$ cat config.mk
export PLATFORM = sky130hd
export DESIGN_NAME = four_channel_rail_sequencer
export DESIGN_NICKNAME = d
export VERILOG_FILES = /design/src/hw/rail_seq_pkg.sv /design/src/hw/rail_filter_if.sv /design/src/hw/rail_hold_filter.sv /design/src/hw/four_channel_rail_sequencer.sv
export SDC_FILE = /design/constraint.sdc
export NUM_CORES = 1
export LEC_CHECK = 0
export ABC_AREA = 1
export BUFFER_PORTS_ARGS = -buffer_cell sky130_fd_sc_hd__buf_2
export CAP_MARGIN = 20
export CORE_ASPECT_RATIO = 1.4
export CORE_MARGIN = 2
export CORE_UTILIZATION = 60
export CTS_BUF_LIST = sky130_fd_sc_hd__clkbuf_2
export DETAILED_ROUTE_END_ITERATION = 6
export GPL_ROUTABILITY_DRIVEN = 1
export HOLD_SLACK_MARGIN = 0.08
export MAX_ROUTING_LAYER = met4
export PLACE_DENSITY = 0.88
export SKIP_CTS_REPAIR_TIMING = 1
export SYNTH_ARGS = -nofsm -noshare
export SYNTH_HDL_FRONTEND = slang
export SYNTH_HIERARCHICAL = 1
export SYNTH_SLANG_ARGS = --single-unit
$ cat constraint.sdc
create_clock -name clk -period 16.2 [get_ports clk]
set_clock_uncertainty 0.2 [all_clocks]
set_input_delay 2.43 -clock clk [delete_from_list [all_inputs] [get_ports clk]]
set_output_delay 2.43 -clock clk [all_outputs]
set_load 0.01 [all_outputs]
$ cat src/hw/rail_seq_pkg.sv
package rail_seq_pkg;
    localparam int CLK_HZ = 10000000;
    localparam int CHANNELS = 4;
    // Step delay programming range, 8-bit code
    localparam real STEP_DELAY_MIN_MS = 0.25;
    localparam real STEP_DELAY_MAX_MS = 25.0;
    localparam int STEP_UNIT_CYCLES = $rtoi(STEP_DELAY_MIN_MS * CLK_HZ / 1000.0);
    localparam int STEP_CODE_MAX = $rtoi(STEP_DELAY_MAX_MS / STEP_DELAY_MIN_MS);
    localparam int TIMER_W = 20;
    // Default regulation window in milliseconds
    localparam real REG_WINDOW_MS = 12.4;
    localparam int REG_WINDOW_CYCLES = $rtoi(REG_WINDOW_MS * CLK_HZ / 1000.0);
    // Monitor hold times in microseconds
    localparam real HOLD_RISE_US = 1.6;
    localparam real HOLD_FALL_US = 1.0;
    localparam int HOLD_RISE_CYCLES = $rtoi($ceil(HOLD_RISE_US * CLK_HZ / 1.0e6));
    localparam int HOLD_FALL_CYCLES = $rtoi($ceil(HOLD_FALL_US * CLK_HZ / 1.0e6));
    localparam int HOLD_W = 5;
    // Fault propagation bound in microseconds
    localparam real FAULT_PROP_US = 4.3;
    localparam int FAULT_PROP_CYCLES = $rtoi($floor(FAULT_PROP_US * CLK_HZ / 1.0e6));
    localparam logic [1:0] FIRST_CH = 2'h0;
    localparam logic [1:0] LAST_CH = 2'h3;
endpackage

$ cat src/hw/rail_filter_if.sv
`timescale 1ns/100ps
`default_nettype none
interface rail_filter_if;
    logic [3:0] railRaw;
    logic [3:0] railInReg;
    modport filt (input railRaw, output railInReg);
    modport user (output railRaw, input railInReg);
endinterface
`default_nettype wire

$ cat src/hw/rail_hold_filter.sv
`timescale 1ns/100ps
`default_nettype none
module rail_hold_filter (
    // Clock and reset
    input  wire logic  clk,
    input  wire logic  resetn,
    // Monitor levels
    rail_filter_if.filt mon
);
    typedef struct packed {
        logic [3:0]        sync1;
        logic [3:0]        sync2;
        logic [3:0]        state;
        logic [3:0][rail_seq_pkg::HOLD_W-1:0] cnt;
    } filt_state_t;

    filt_state_t st_reg;
    filt_state_t st_next;

    assign mon.railInReg = st_reg.state;

    always_comb begin
        st_next = st_reg;
        st_next.sync1 = mon.railRaw;
        st_next.sync2 = st_reg.sync1;
        for (int i = 0; i < 4; i++) begin
            if (st_reg.sync2[i] == st_reg.state[i]) begin
                st_next.cnt[i] = '0;
            end else if (st_reg.state[i]) begin
                // Falling crossing, shorter hold
                if (int'(st_reg.cnt[i]) >= rail_seq_pkg::HOLD_FALL_CYCLES - 1) begin
                    st_next.state[i] = 1'b0;
                    st_next.cnt[i] = '0;
                end else begin
                    st_next.cnt[i] = st_reg.cnt[i] + 1'b1;
                end
            end else begin
                // Rising crossing, longer hold
                if (int'(st_reg.cnt[i]) >= rail_seq_pkg::HOLD_RISE_CYCLES - 1) begin
                    st_next.state[i] = 1'b1;
                    st_next.cnt[i] = '0;
                end else begin
                    st_next.cnt[i] = st_reg.cnt[i] + 1'b1;
                end
            end
        end
    end

    always_ff @(posedge clk) begin
        if (!resetn) begin
            st_reg <= '0;
        end else begin
            st_reg <= st_next;
        end
    end
endmodule
`default_nettype wire

$ cat src/hw/four_channel_rail_sequencer.sv
`timescale 1ns/100ps
`default_nettype none
module four_channel_rail_sequencer #(
    parameter int REG_WINDOW = rail_seq_pkg::REG_WINDOW_CYCLES,
    parameter int STEP_UNIT  = rail_seq_pkg::STEP_UNIT_CYCLES
) (
    // Clock and reset
    input  wire logic       clk,
    input  wire logic       resetn,
    // Supply state
    input  wire logic       underVoltageLockout,
    // Requests
    input  wire logic       upRequest,
    input  wire logic       downRequestN,
    // Configuration
    input  wire logic [7:0] stepDelayCode,
    input  wire logic [2:0] usedChannelCount,
    // Rail side
    input  wire logic [3:0] rail_monitor_in,
    output logic      [3:0] channel_enable_out,
    // Status
    output logic            sequence_complete_flag,
    output logic            power_good_flag,
    output logic            faultN
);
    typedef enum logic [2:0] {
        WAIT_UP, UP_DELAY, UP_REGULATE, UP_DONE_DELAY,
        WAIT_DOWN, DOWN_DELAY, DOWN_DISCHARGE, DOWN_DONE_DELAY
    } seq_state_t;

    typedef struct packed {
        seq_state_t                       fsm;
        logic [1:0]                       ch;
        logic [1:0]                       lastCh;
        logic [rail_seq_pkg::TIMER_W-1:0] stepTimer;
        logic [rail_seq_pkg::TIMER_W-1:0] regTimer;
        logic [3:0]                       en;
        logic                             done;
        logic                             pgood;
        logic                             faultN;
        logic [1:0]                       upSync;
        logic [1:0]                       dnSync;
        logic                             upPrev;
        logic                             dnPrev;
        logic [1:0]                       uvSync;
        logic                             cfgTaken;
    } seq_reg_t;

    seq_reg_t st_reg;
    seq_reg_t st_next;
    rail_filter_if monIf ();
    logic [3:0] railOk;

    assign monIf.railRaw = rail_monitor_in;
    assign railOk = monIf.railInReg;

    rail_hold_filter holdFilter (
        .clk    (clk),
        .resetn (resetn),
        .mon    (monIf.filt)
    );

    // Step delay in cycles, code clamped to the documented range
    function automatic logic [rail_seq_pkg::TIMER_W-1:0] stepLoad(
        input logic [7:0] code);
        int c;
        c = int'(code);
        if (c < 1) c = 1;
        if (c > rail_seq_pkg::STEP_CODE_MAX) c = rail_seq_pkg::STEP_CODE_MAX;
        return rail_seq_pkg::TIMER_W'(c * STEP_UNIT - 1);
    endfunction

    // Highest used channel index
    function automatic logic [1:0] lastUsed(input logic [2:0] count);
        logic [1:0] r;
        r = rail_seq_pkg::LAST_CH;
        if (count <= 3'h1) r = rail_seq_pkg::FIRST_CH;
        else if (count < 3'h4) r = 2'(count - 3'h1);
        return r;
    endfunction

    logic upEdge;
    logic dnEdge;
    logic locked;
    assign upEdge = st_reg.upSync[1] && !st_reg.upPrev;
    assign dnEdge = !st_reg.dnSync[1] && st_reg.dnPrev;
    assign locked = st_reg.uvSync[1];

    always_comb begin
        st_next = st_reg;
        st_next.upSync = {st_reg.upSync[0], upRequest};
        st_next.dnSync = {st_reg.dnSync[0], downRequestN};
        st_next.uvSync = {st_reg.uvSync[0], underVoltageLockout};
        st_next.upPrev = st_reg.upSync[1];
        st_next.dnPrev = st_reg.dnSync[1];
        if (st_reg.stepTimer != '0) begin
            st_next.stepTimer = st_reg.stepTimer - 1'b1;
        end
        if (st_reg.regTimer != '0) begin
            st_next.regTimer = st_reg.regTimer - 1'b1;
        end
        // Unused channels latched once after reset; must stay static
        if (!st_reg.cfgTaken) begin
            st_next.cfgTaken = 1'b1;
            st_next.lastCh = lastUsed(usedChannelCount);
        end
        // An enable above a lower one that is off is out of order
        for (int i = 1; i < 4; i++) begin
            if (st_reg.en[i] && !st_reg.en[i-1]) begin
                st_next.faultN = 1'b0;
            end
        end
        unique case (st_reg.fsm)
            WAIT_UP: begin
                if (upEdge) begin
                    st_next.ch = rail_seq_pkg::FIRST_CH;
                    st_next.stepTimer = stepLoad(stepDelayCode);
                    st_next.fsm = UP_DELAY;
                end
            end
            UP_DELAY: begin
                if (dnEdge) begin
                    st_next.pgood = 1'b0;
                    st_next.stepTimer = stepLoad(stepDelayCode);
                    st_next.fsm = DOWN_DELAY;
                end else if (st_reg.stepTimer == '0) begin
                    st_next.en[st_reg.ch] = 1'b1;
                    st_next.regTimer = rail_seq_pkg::TIMER_W'(REG_WINDOW);
                    st_next.fsm = UP_REGULATE;
                end
            end
            UP_REGULATE: begin
                if (dnEdge) begin
                    st_next.pgood = 1'b0;
                    st_next.regTimer = '0;
                    st_next.stepTimer = stepLoad(stepDelayCode);
                    st_next.fsm = DOWN_DELAY;
                end else if (railOk[st_reg.ch]) begin
                    st_next.regTimer = '0;
                    st_next.stepTimer = stepLoad(stepDelayCode);
                    if (st_reg.ch == st_reg.lastCh) begin
                        st_next.fsm = UP_DONE_DELAY;
                    end else begin
                        st_next.ch = st_reg.ch + 1'b1;
                        st_next.fsm = UP_DELAY;
                    end
                end else if (st_reg.regTimer == '0) begin
                    // Window expired: reverse down from preceding channel
                    st_next.en[st_reg.ch] = 1'b0;
                    st_next.pgood = 1'b0;
                    st_next.stepTimer = stepLoad(stepDelayCode);
                    if (st_reg.ch == rail_seq_pkg::FIRST_CH) begin
                        st_next.fsm = DOWN_DONE_DELAY;
                    end else begin
                        st_next.ch = st_reg.ch - 1'b1;
                        st_next.fsm = DOWN_DELAY;
                    end
                end
            end
            UP_DONE_DELAY: begin
                if (dnEdge) begin
                    st_next.pgood = 1'b0;
                    st_next.stepTimer = stepLoad(stepDelayCode);
                    st_next.fsm = DOWN_DELAY;
                end else if (st_reg.stepTimer == '0) begin
                    st_next.done = 1'b1;
                    st_next.pgood = 1'b1;
                    st_next.fsm = WAIT_DOWN;
                end
            end
            WAIT_DOWN: begin
                if (dnEdge) begin
                    st_next.pgood = 1'b0;
                    st_next.ch = st_reg.lastCh;
                    st_next.stepTimer = stepLoad(stepDelayCode);
                    st_next.fsm = DOWN_DELAY;
                end
            end
            DOWN_DELAY: begin
                // Channel index held from the aborted up or set to last
                if (st_reg.stepTimer == '0) begin
                    st_next.en[st_reg.ch] = 1'b0;
                    st_next.fsm = DOWN_DISCHARGE;
                end
            end
            DOWN_DISCHARGE: begin
                // No window while rails discharge
                if (!railOk[st_reg.ch]) begin
                    st_next.stepTimer = stepLoad(stepDelayCode);
                    if (st_reg.ch == rail_seq_pkg::FIRST_CH) begin
                        st_next.fsm = DOWN_DONE_DELAY;
                    end else begin
                        st_next.ch = st_reg.ch - 1'b1;
                        st_next.fsm = DOWN_DELAY;
                    end
                end
            end
            DOWN_DONE_DELAY: begin
                if (st_reg.stepTimer == '0) begin
                    st_next.done = 1'b0;
                    st_next.fsm = WAIT_UP;
                end
            end
        endcase
        // Lockout forces enables, complete and power good low (faultN untouched) and parks the sequencer
        if (locked) begin
            st_next.fsm = WAIT_UP;
            st_next.en = '0;
            st_next.done = 1'b0;
            st_next.pgood = 1'b0;
            st_next.stepTimer = '0;
            st_next.regTimer = '0;
        end
    end

    always_ff @(posedge clk) begin
        if (!resetn) begin
            // Fault output idles high straight from its flop
            st_reg <= '{fsm: WAIT_UP, dnSync: 2'h3, dnPrev: 1'b1, faultN: 1'b1,
                        lastCh: rail_seq_pkg::LAST_CH, default: '0};
        end else begin
            st_reg <= st_next;
        end
    end

    assign channel_enable_out = st_reg.en;
    assign sequence_complete_flag = st_reg.done;
    assign power_good_flag = st_reg.pgood;
    assign faultN = st_reg.faultN;
endmodule
`default_nettype wire

# After elaboration in Yosys (flattened, before gate mapping)

Index checks and enable logic that the tools add are counted.

Register bits after elaboration: 95
Output and inout bits: 7
Word-level logic and storage cells: 267

Magnitude comparators: 21
Bitwise logic cells: 4
$mul: 8
Mux-type cells: 127
Eq/ne operators: 32
Add/sub/neg operators: 17
Reductions and logical operators: 33

Operators by type and width:

| kind                                                                                 | count |
|---|---|
| 32-bit two-way mux                                                                   | 43 |
| 32-bit by 8-bit greater-than comparator with 1-bit output (second input constant)    | 8 |
| 32-bit by 11-bit multiplier with 18-bit output (second input constant)               | 8 |
| 20-bit two-way mux                                                                   | 10 |
| 20-bit by 2-bit subtractor with 20-bit output (second input constant)                | 8 |
| 20-bit case mux with 6 select lines                                                  | 1 |
| 5-bit two-way mux                                                                    | 17 |
| 24-bit two-way mux                                                                   | 2 |
| 5-bit by 4-bit greater-or-equal comparator with 1-bit output (second input constant) | 8 |
| 20-bit zero test                                                                     | 2 |
| 40-bit two-way mux                                                                   | 1 |
| 20-bit case mux with 2 select lines                                                  | 1 |
| 20-bit nonzero test                                                                  | 2 |
| 20-bit by 1-bit subtractor with 20-bit output (second input constant)                | 2 |
| 1-bit two-way mux                                                                    | 25 |
| 2-bit inequality test (second input constant)                                        | 12 |
| 3-bit case mux with 8 select lines                                                   | 1 |
| 3-bit two-way mux                                                                    | 7 |
| 5-bit by 1-bit adder with 5-bit output (second input constant)                       | 4 |
| 3-bit inequality test (second input constant)                                        | 6 |
| 2-bit two-way mux                                                                    | 8 |
| 4-bit two-way mux                                                                    | 4 |
| 7-bit AND reduction                                                                  | 2 |
| 3-bit == test (second input constant)                                                | 4 |
| other kinds (35)                                                                     | 56 |

# Longest topological paths before layout

Depth in word-level cells: 18
Mapped depth: 30
Mapped depth without buffers: 30

# Cells and area by module

Netlist, hierarchy kept.

By module, submodules not included:

| module                      | instances | area an instance (um^2) | cells each |
|---|---|---|---|
| four_channel_rail_sequencer | 1         | 5550.3                  | 799 |
| rail_hold_filter            | 1         | 1601.5                  | 224 |

# Worst setup path after synthesis

OpenSTA, ideal clock, no wires.

Path kind: input-to-reg
From: input stepDelayCode[7]
To: register st_reg[51] (netlist name)
Arrival time: 6.598 ns
Path buffers: 0
Slack: 9.331 ns
Data required time: 15.929 ns
Cell stages on the path: 26
Path through: nor2_1 -> nand2_1 -> nand2_1 -> inv_1 -> o21ai_1 -> inv_1 -> or2_2 -> ha_1 -> ha_1 -> inv_1 -> fa_1 -> inv_1 -> fa_1 -> ha_1 -> ha_1 -> nand2_1 -> nor2_1 -> nand2_1 -> nand3_1 -> nand2_1 -> nand2_1 -> nand4_1 -> nor2_2 -> xor2_1 -> nand2_1 -> a21oi_1

RTL lines:

| element         | line                              | RTL |
|---|---|---|
| start, declared | four_channel_rail_sequencer.sv:16 | `input wire logic [7:0] stepDelayCode,` |

==> run_summary.xml <==
<?xml version="1.0" encoding="UTF-8"?>
<metrics>
  <group name="critical_path">
    <metric name="timing.reg2reg.worst_path_depth" unit="">10</metric>
    <metric name="crit_slowest_cell" unit="">fa_1</metric>
    <metric name="critical_path_buf_inv_count" unit="">5</metric>
    <metric name="r2r-end" unit="">channel_enable_out[0]</metric>
    <metric name="critical_path_start_end_classification" unit="">input pin to flop</metric>
    <metric name="critical_path_peak_fanout" unit="">6</metric>
    <metric name="crit_path_start" unit="">stepDelayCode[7]</metric>
    <metric name="path_depth" unit="">27</metric>
    <metric name="worst-endpoint-required" unit="ns">16.51</metric>
    <metric name="worst_setup_path_start_kind" unit="">input pin</metric>
    <metric name="worst_path_dominant_cell_family" unit="">adder cells</metric>
    <metric name="critPathCapture" unit="">st_reg[51]</metric>
    <metric name="critical_path_arrival" unit="ns">7.09</metric>
    <metric name="regToRegStartpoint" unit="">st_reg[36]</metric>
    <metric name="cp_slowest_stage_delay" unit="ns">0.54</metric>
    <metric name="worst_setup_path_end_kind" unit="">flop</metric>
    <metric name="regToRegSetupSlack" unit="ns">13.78</metric>
    <metric name="critPathMostFrequentCell" unit="">nand2_1</metric>
  </group>
  <group name="layout">
    <metric name="largest_register_ff_count" unit="">50</metric>
    <metric name="area_delta_synth_final" unit="%">4.50</metric>
    <metric name="design_area" unit="µm²">7470</metric>
    <metric name="num-nets-final" unit="">1154</metric>
    <metric name="post_route_cells_drive_above_1_share" unit="%">10.2</metric>
  </group>
  <group name="clocking">
    <metric name="clock_insertion_delay_worst_skew" unit="ns">0.59</metric>
    <metric name="clk_pin_slew_worst_paths" unit="ns">0.29</metric>
    <metric name="cts_root_buf" unit="">clkbuf_2</metric>
    <metric name="cts_tree" unit="">built</metric>
    <metric name="cts-htree-levels" unit="">3</metric>
    <metric name="cts_made_buffers" unit="">9</metric>
    <metric name="cts_num_sinks" unit="">95</metric>
    <metric name="max-clock-path-buffers" unit="">2</metric>
  </group>
  <group name="placement">
    <metric name="placed_cell_area" unit="µm²">7360</metric>
    <metric name="finalWeightedCongestion" unit="">0.974</metric>
    <metric name="placement.io_buffers" unit="">26</metric>
    <metric name="dp_hpwl" unit="µm">11400</metric>
  </group>
  <group name="yosys">
    <metric name="largest_family_of_logic_cells_by_synthesized_area" unit="">simple AND/OR/NAND/NOR gates</metric>
    <metric name="synthTopCellsByArea" unit="">dfxtp_1 27%, ha_1 13%, nand2_1 11%</metric>
    <metric name="synth_xor_xnor_area_share" unit="%">4.78</metric>
    <metric name="synthesis.yosys.warnings" unit="">6</metric>
    <metric name="synth.cells.most_frequent" unit="">213 x nand2_1, 151 x inv_1, 138 x nor2_1, 95 x dfxtp_1, 74 x ha_1</metric>
    <metric name="synth.area.mux_share" unit="%">0</metric>
    <metric name="synth_largest_area_cell" unit="">dfxtp_1</metric>
    <metric name="synth_ff_type" unit="">dfxtp_1</metric>
    <metric name="synth_simple_gate_area_share" unit="%">31.5</metric>
    <metric name="ys_seq_area_share" unit="%">26.6</metric>
    <metric name="asyncSetResetFlopFracSynth" unit="%">0</metric>
    <metric name="avgSynthCellArea" unit="µm²">6.99</metric>
    <metric name="synth_compound_area_share" unit="%">10.5</metric>
    <metric name="netlist_area" unit="µm²">7150</metric>
    <metric name="yosys.cell_types.count" unit="">55</metric>
    <metric name="post-synth-top-area-fraction" unit="%">26.6</metric>
    <metric name="post_synth_fa_ha_maj_area_fraction" unit="%">16.3</metric>
    <metric name="postSynthCellCount" unit="">1023</metric>
    <metric name="synthMostInstantiatedCell" unit="">nand2_1</metric>
    <metric name="register_bit_count_reported_by_yosys" unit="">95</metric>
    <metric name="synth-edff-count" unit="">0</metric>
  </group>
  <group name="floorplan">
    <metric name="start_util" unit="%">61.1</metric>
    <metric name="floorplan.rows" unit="">47</metric>
    <metric name="dieHeight" unit="µm">133</metric>
    <metric name="boundaryPins" unit="">27</metric>
    <metric name="die_width" unit="µm">96.3</metric>
    <metric name="die-area" unit="µm²">12800</metric>
    <metric name="design.core.area" unit="µm²">11700</metric>
  </group>
  <group name="drt">
    <metric name="top_layer" unit="">met4</metric>
    <metric name="drt_first_iter_violations" unit="">266</metric>
    <metric name="firstDrtPassIters" unit="">7</metric>
    <metric name="finalWirelength" unit="µm">14200</metric>
    <metric name="ant_nets" unit="">0</metric>
    <metric name="route.detailed.vias_per_inst" unit="">5.30</metric>
    <metric name="drc" unit="">2</metric>
    <metric name="dr_wl_met3" unit="µm">373</metric>
    <metric name="route.layer.met1.wl" unit="µm">5730</metric>
    <metric name="met2_wirelength" unit="µm">7680</metric>
    <metric name="post_drt_wl_per_cell" unit="µm">11.9</metric>
    <metric name="dr_total_vias" unit="">6371</metric>
  </group>
  <group name="pwr">
    <metric name="power.total" unit="W">0.00119</metric>
    <metric name="powerDensity" unit="nW/µm²">159</metric>
    <metric name="leakagePower" unit="nW">3.76</metric>
    <metric name="ir_drop" unit="µV">74.2</metric>
  </group>
  <group name="grt">
    <metric name="grt_max_degree" unit="">29</metric>
    <metric name="grt_resource_usage_total" unit="%">23.8</metric>
    <metric name="congestion_overflow_gr" unit="">0</metric>
    <metric name="antenna_found_initial" unit="">1</metric>
    <metric name="grt_pass1_vias" unit="">6141</metric>
    <metric name="grt_first_pass_wirelength" unit="µm">24600</metric>
  </group>
  <group name="sta">
    <metric name="finalMaxSlewViolations" unit="">0</metric>
    <metric name="period_needed" unit="ns">6.79</metric>
    <metric name="finalSetupViolCount" unit="">0</metric>
    <metric name="fin_hold_ws" unit="ns">0.233</metric>
    <metric name="final_min_period_over_clock_period" unit="%">41.9</metric>
    <metric name="setup_tns" unit="ns">0</metric>
    <metric name="grt_setup_unrepaired" unit="">no</metric>
    <metric name="timing.slew.headroom" unit="%">44.9</metric>
    <metric name="final-hold-violation-count" unit="">0</metric>
    <metric name="clock.fmax" unit="MHz">147</metric>
    <metric name="worstMarginPinSlew" unit="ns">0.826</metric>
  </group>
  <group name="run_status">
    <metric name="failed_checks" unit="">design-rule violations</metric>
    <metric name="outcome" unit="">complete, but fails checks</metric>
  </group>
  <group name="worst_hold_path">
    <metric name="min_from" unit="">holdFilter/st_next[24]</metric>
    <metric name="hold_path_class" unit="">flop to flop</metric>
  </group>
  <group name="flow_run">
    <metric name="drv_cap" unit="">0</metric>
  </group>
</metrics>
worst min path at each step:
stage,cells past startpoint,slack [ns],end
after global placement,2,0.20,locked
after CTS,2,0.24,holdFilter/st_reg[24]
after detailed placement,2,0.20,holdFilter/st_reg[24]
after floorplan,2,0.19,holdFilter/st_reg[24]
after global routing,2,0.25,locked
final,2,0.23,holdFilter/st_reg[24]
metal layers:
metal / vias up / global-route usage (%)
li1: 3312 / -
met1: 2890 / 24.6
met2: 127 / 43.8
met3: 42 / 2.71
met4: 0 / 10.3
met5: - / -
where the power goes:
| group | internal [W] | switching [W] |
|---|---|---|
| clock network | 0.0000241 | 0.0000873 |
| registers | 0.000283 | 0.0000499 |
| logic | 0.000280 | 0.000464 |
| total | 0.000586 | 0.000601 |
stage by stage:
| step | setup WS (ns) | cells | utilization, % |
|---|---|---|---|
| after floorplan | 9.33 | 1027 | - |
| after global placement | 8.99 | 1184 | 62.9 |
| after detailed placement | 8.81 | 1184 | 62.9 |
| after CTS | 9.45 | 1200 | 63.8 |
| after global routing | 8.95 | 1201 | 63.9 |
| final | 9.41 | 1201 | 63.9 |
cells in the final DEF (no fill, tap or decap), drive strengths merged, types with 2 or more instances in the layout:
cell type	netlist	final
nor3	17	17
xnor2	16	16
inv	159	161
or2	9	9
nand3b	6	6
xor2	23	23
fa	12	12
a31oi	2	2
o21ai	35	35
nor3b	3	3
nand3	61	61
buf	13	27
nand4	13	13
nand2	228	228
clkinv	1	6
o21a	3	3
clkbuf	4	9
conb	1	5
dfxtp	95	95
nor4	4	4
o211ai	11	11
nor2	154	154
a211oi	5	5
a21oi	66	66
ha	74	74
cell type report:
class | count | area (µm²)
timing repair buffer | 27 | 138
antenna | 1 | 2.50
clock inverter | 7 | 67.6
sequential | 95 | 1900
tap | 147 | 184
fill | 1027 | 4230
clock buffer | 9 | 45.0
inverter | 160 | 603
multi-input combinational | 755 | 4530
worst reg2reg max path, cell delays in order, from the launching register on:
cell	delay, ns
dfxtp_1	0.37
inv_1	0.10
ha_1	0.27
inv_1	0.06
nor2_1	0.16
inv_1	0.07
nor2_2	0.15
nand3_1	0.24
o21ai_1	0.33
o211ai_1	0.13
a211oi_1	0.24
cells by family (layout without fill, tap and decap cells):
| family | after synthesis | after routing |
|---|---|---|
| adder cells (fa/ha/maj) | 86 | 86 |
| XOR/XNOR | 39 | 39 |
| AND/OR/NAND/NOR | 497 | 497 |
| AO/OA/AOI/OAI | 128 | 128 |
| flip-flops | 95 | 95 |
| other | 1 | 6 |
| buffers and inverters | 177 | 203 |
Note: power is estimated with default switching activity, not from simulation.
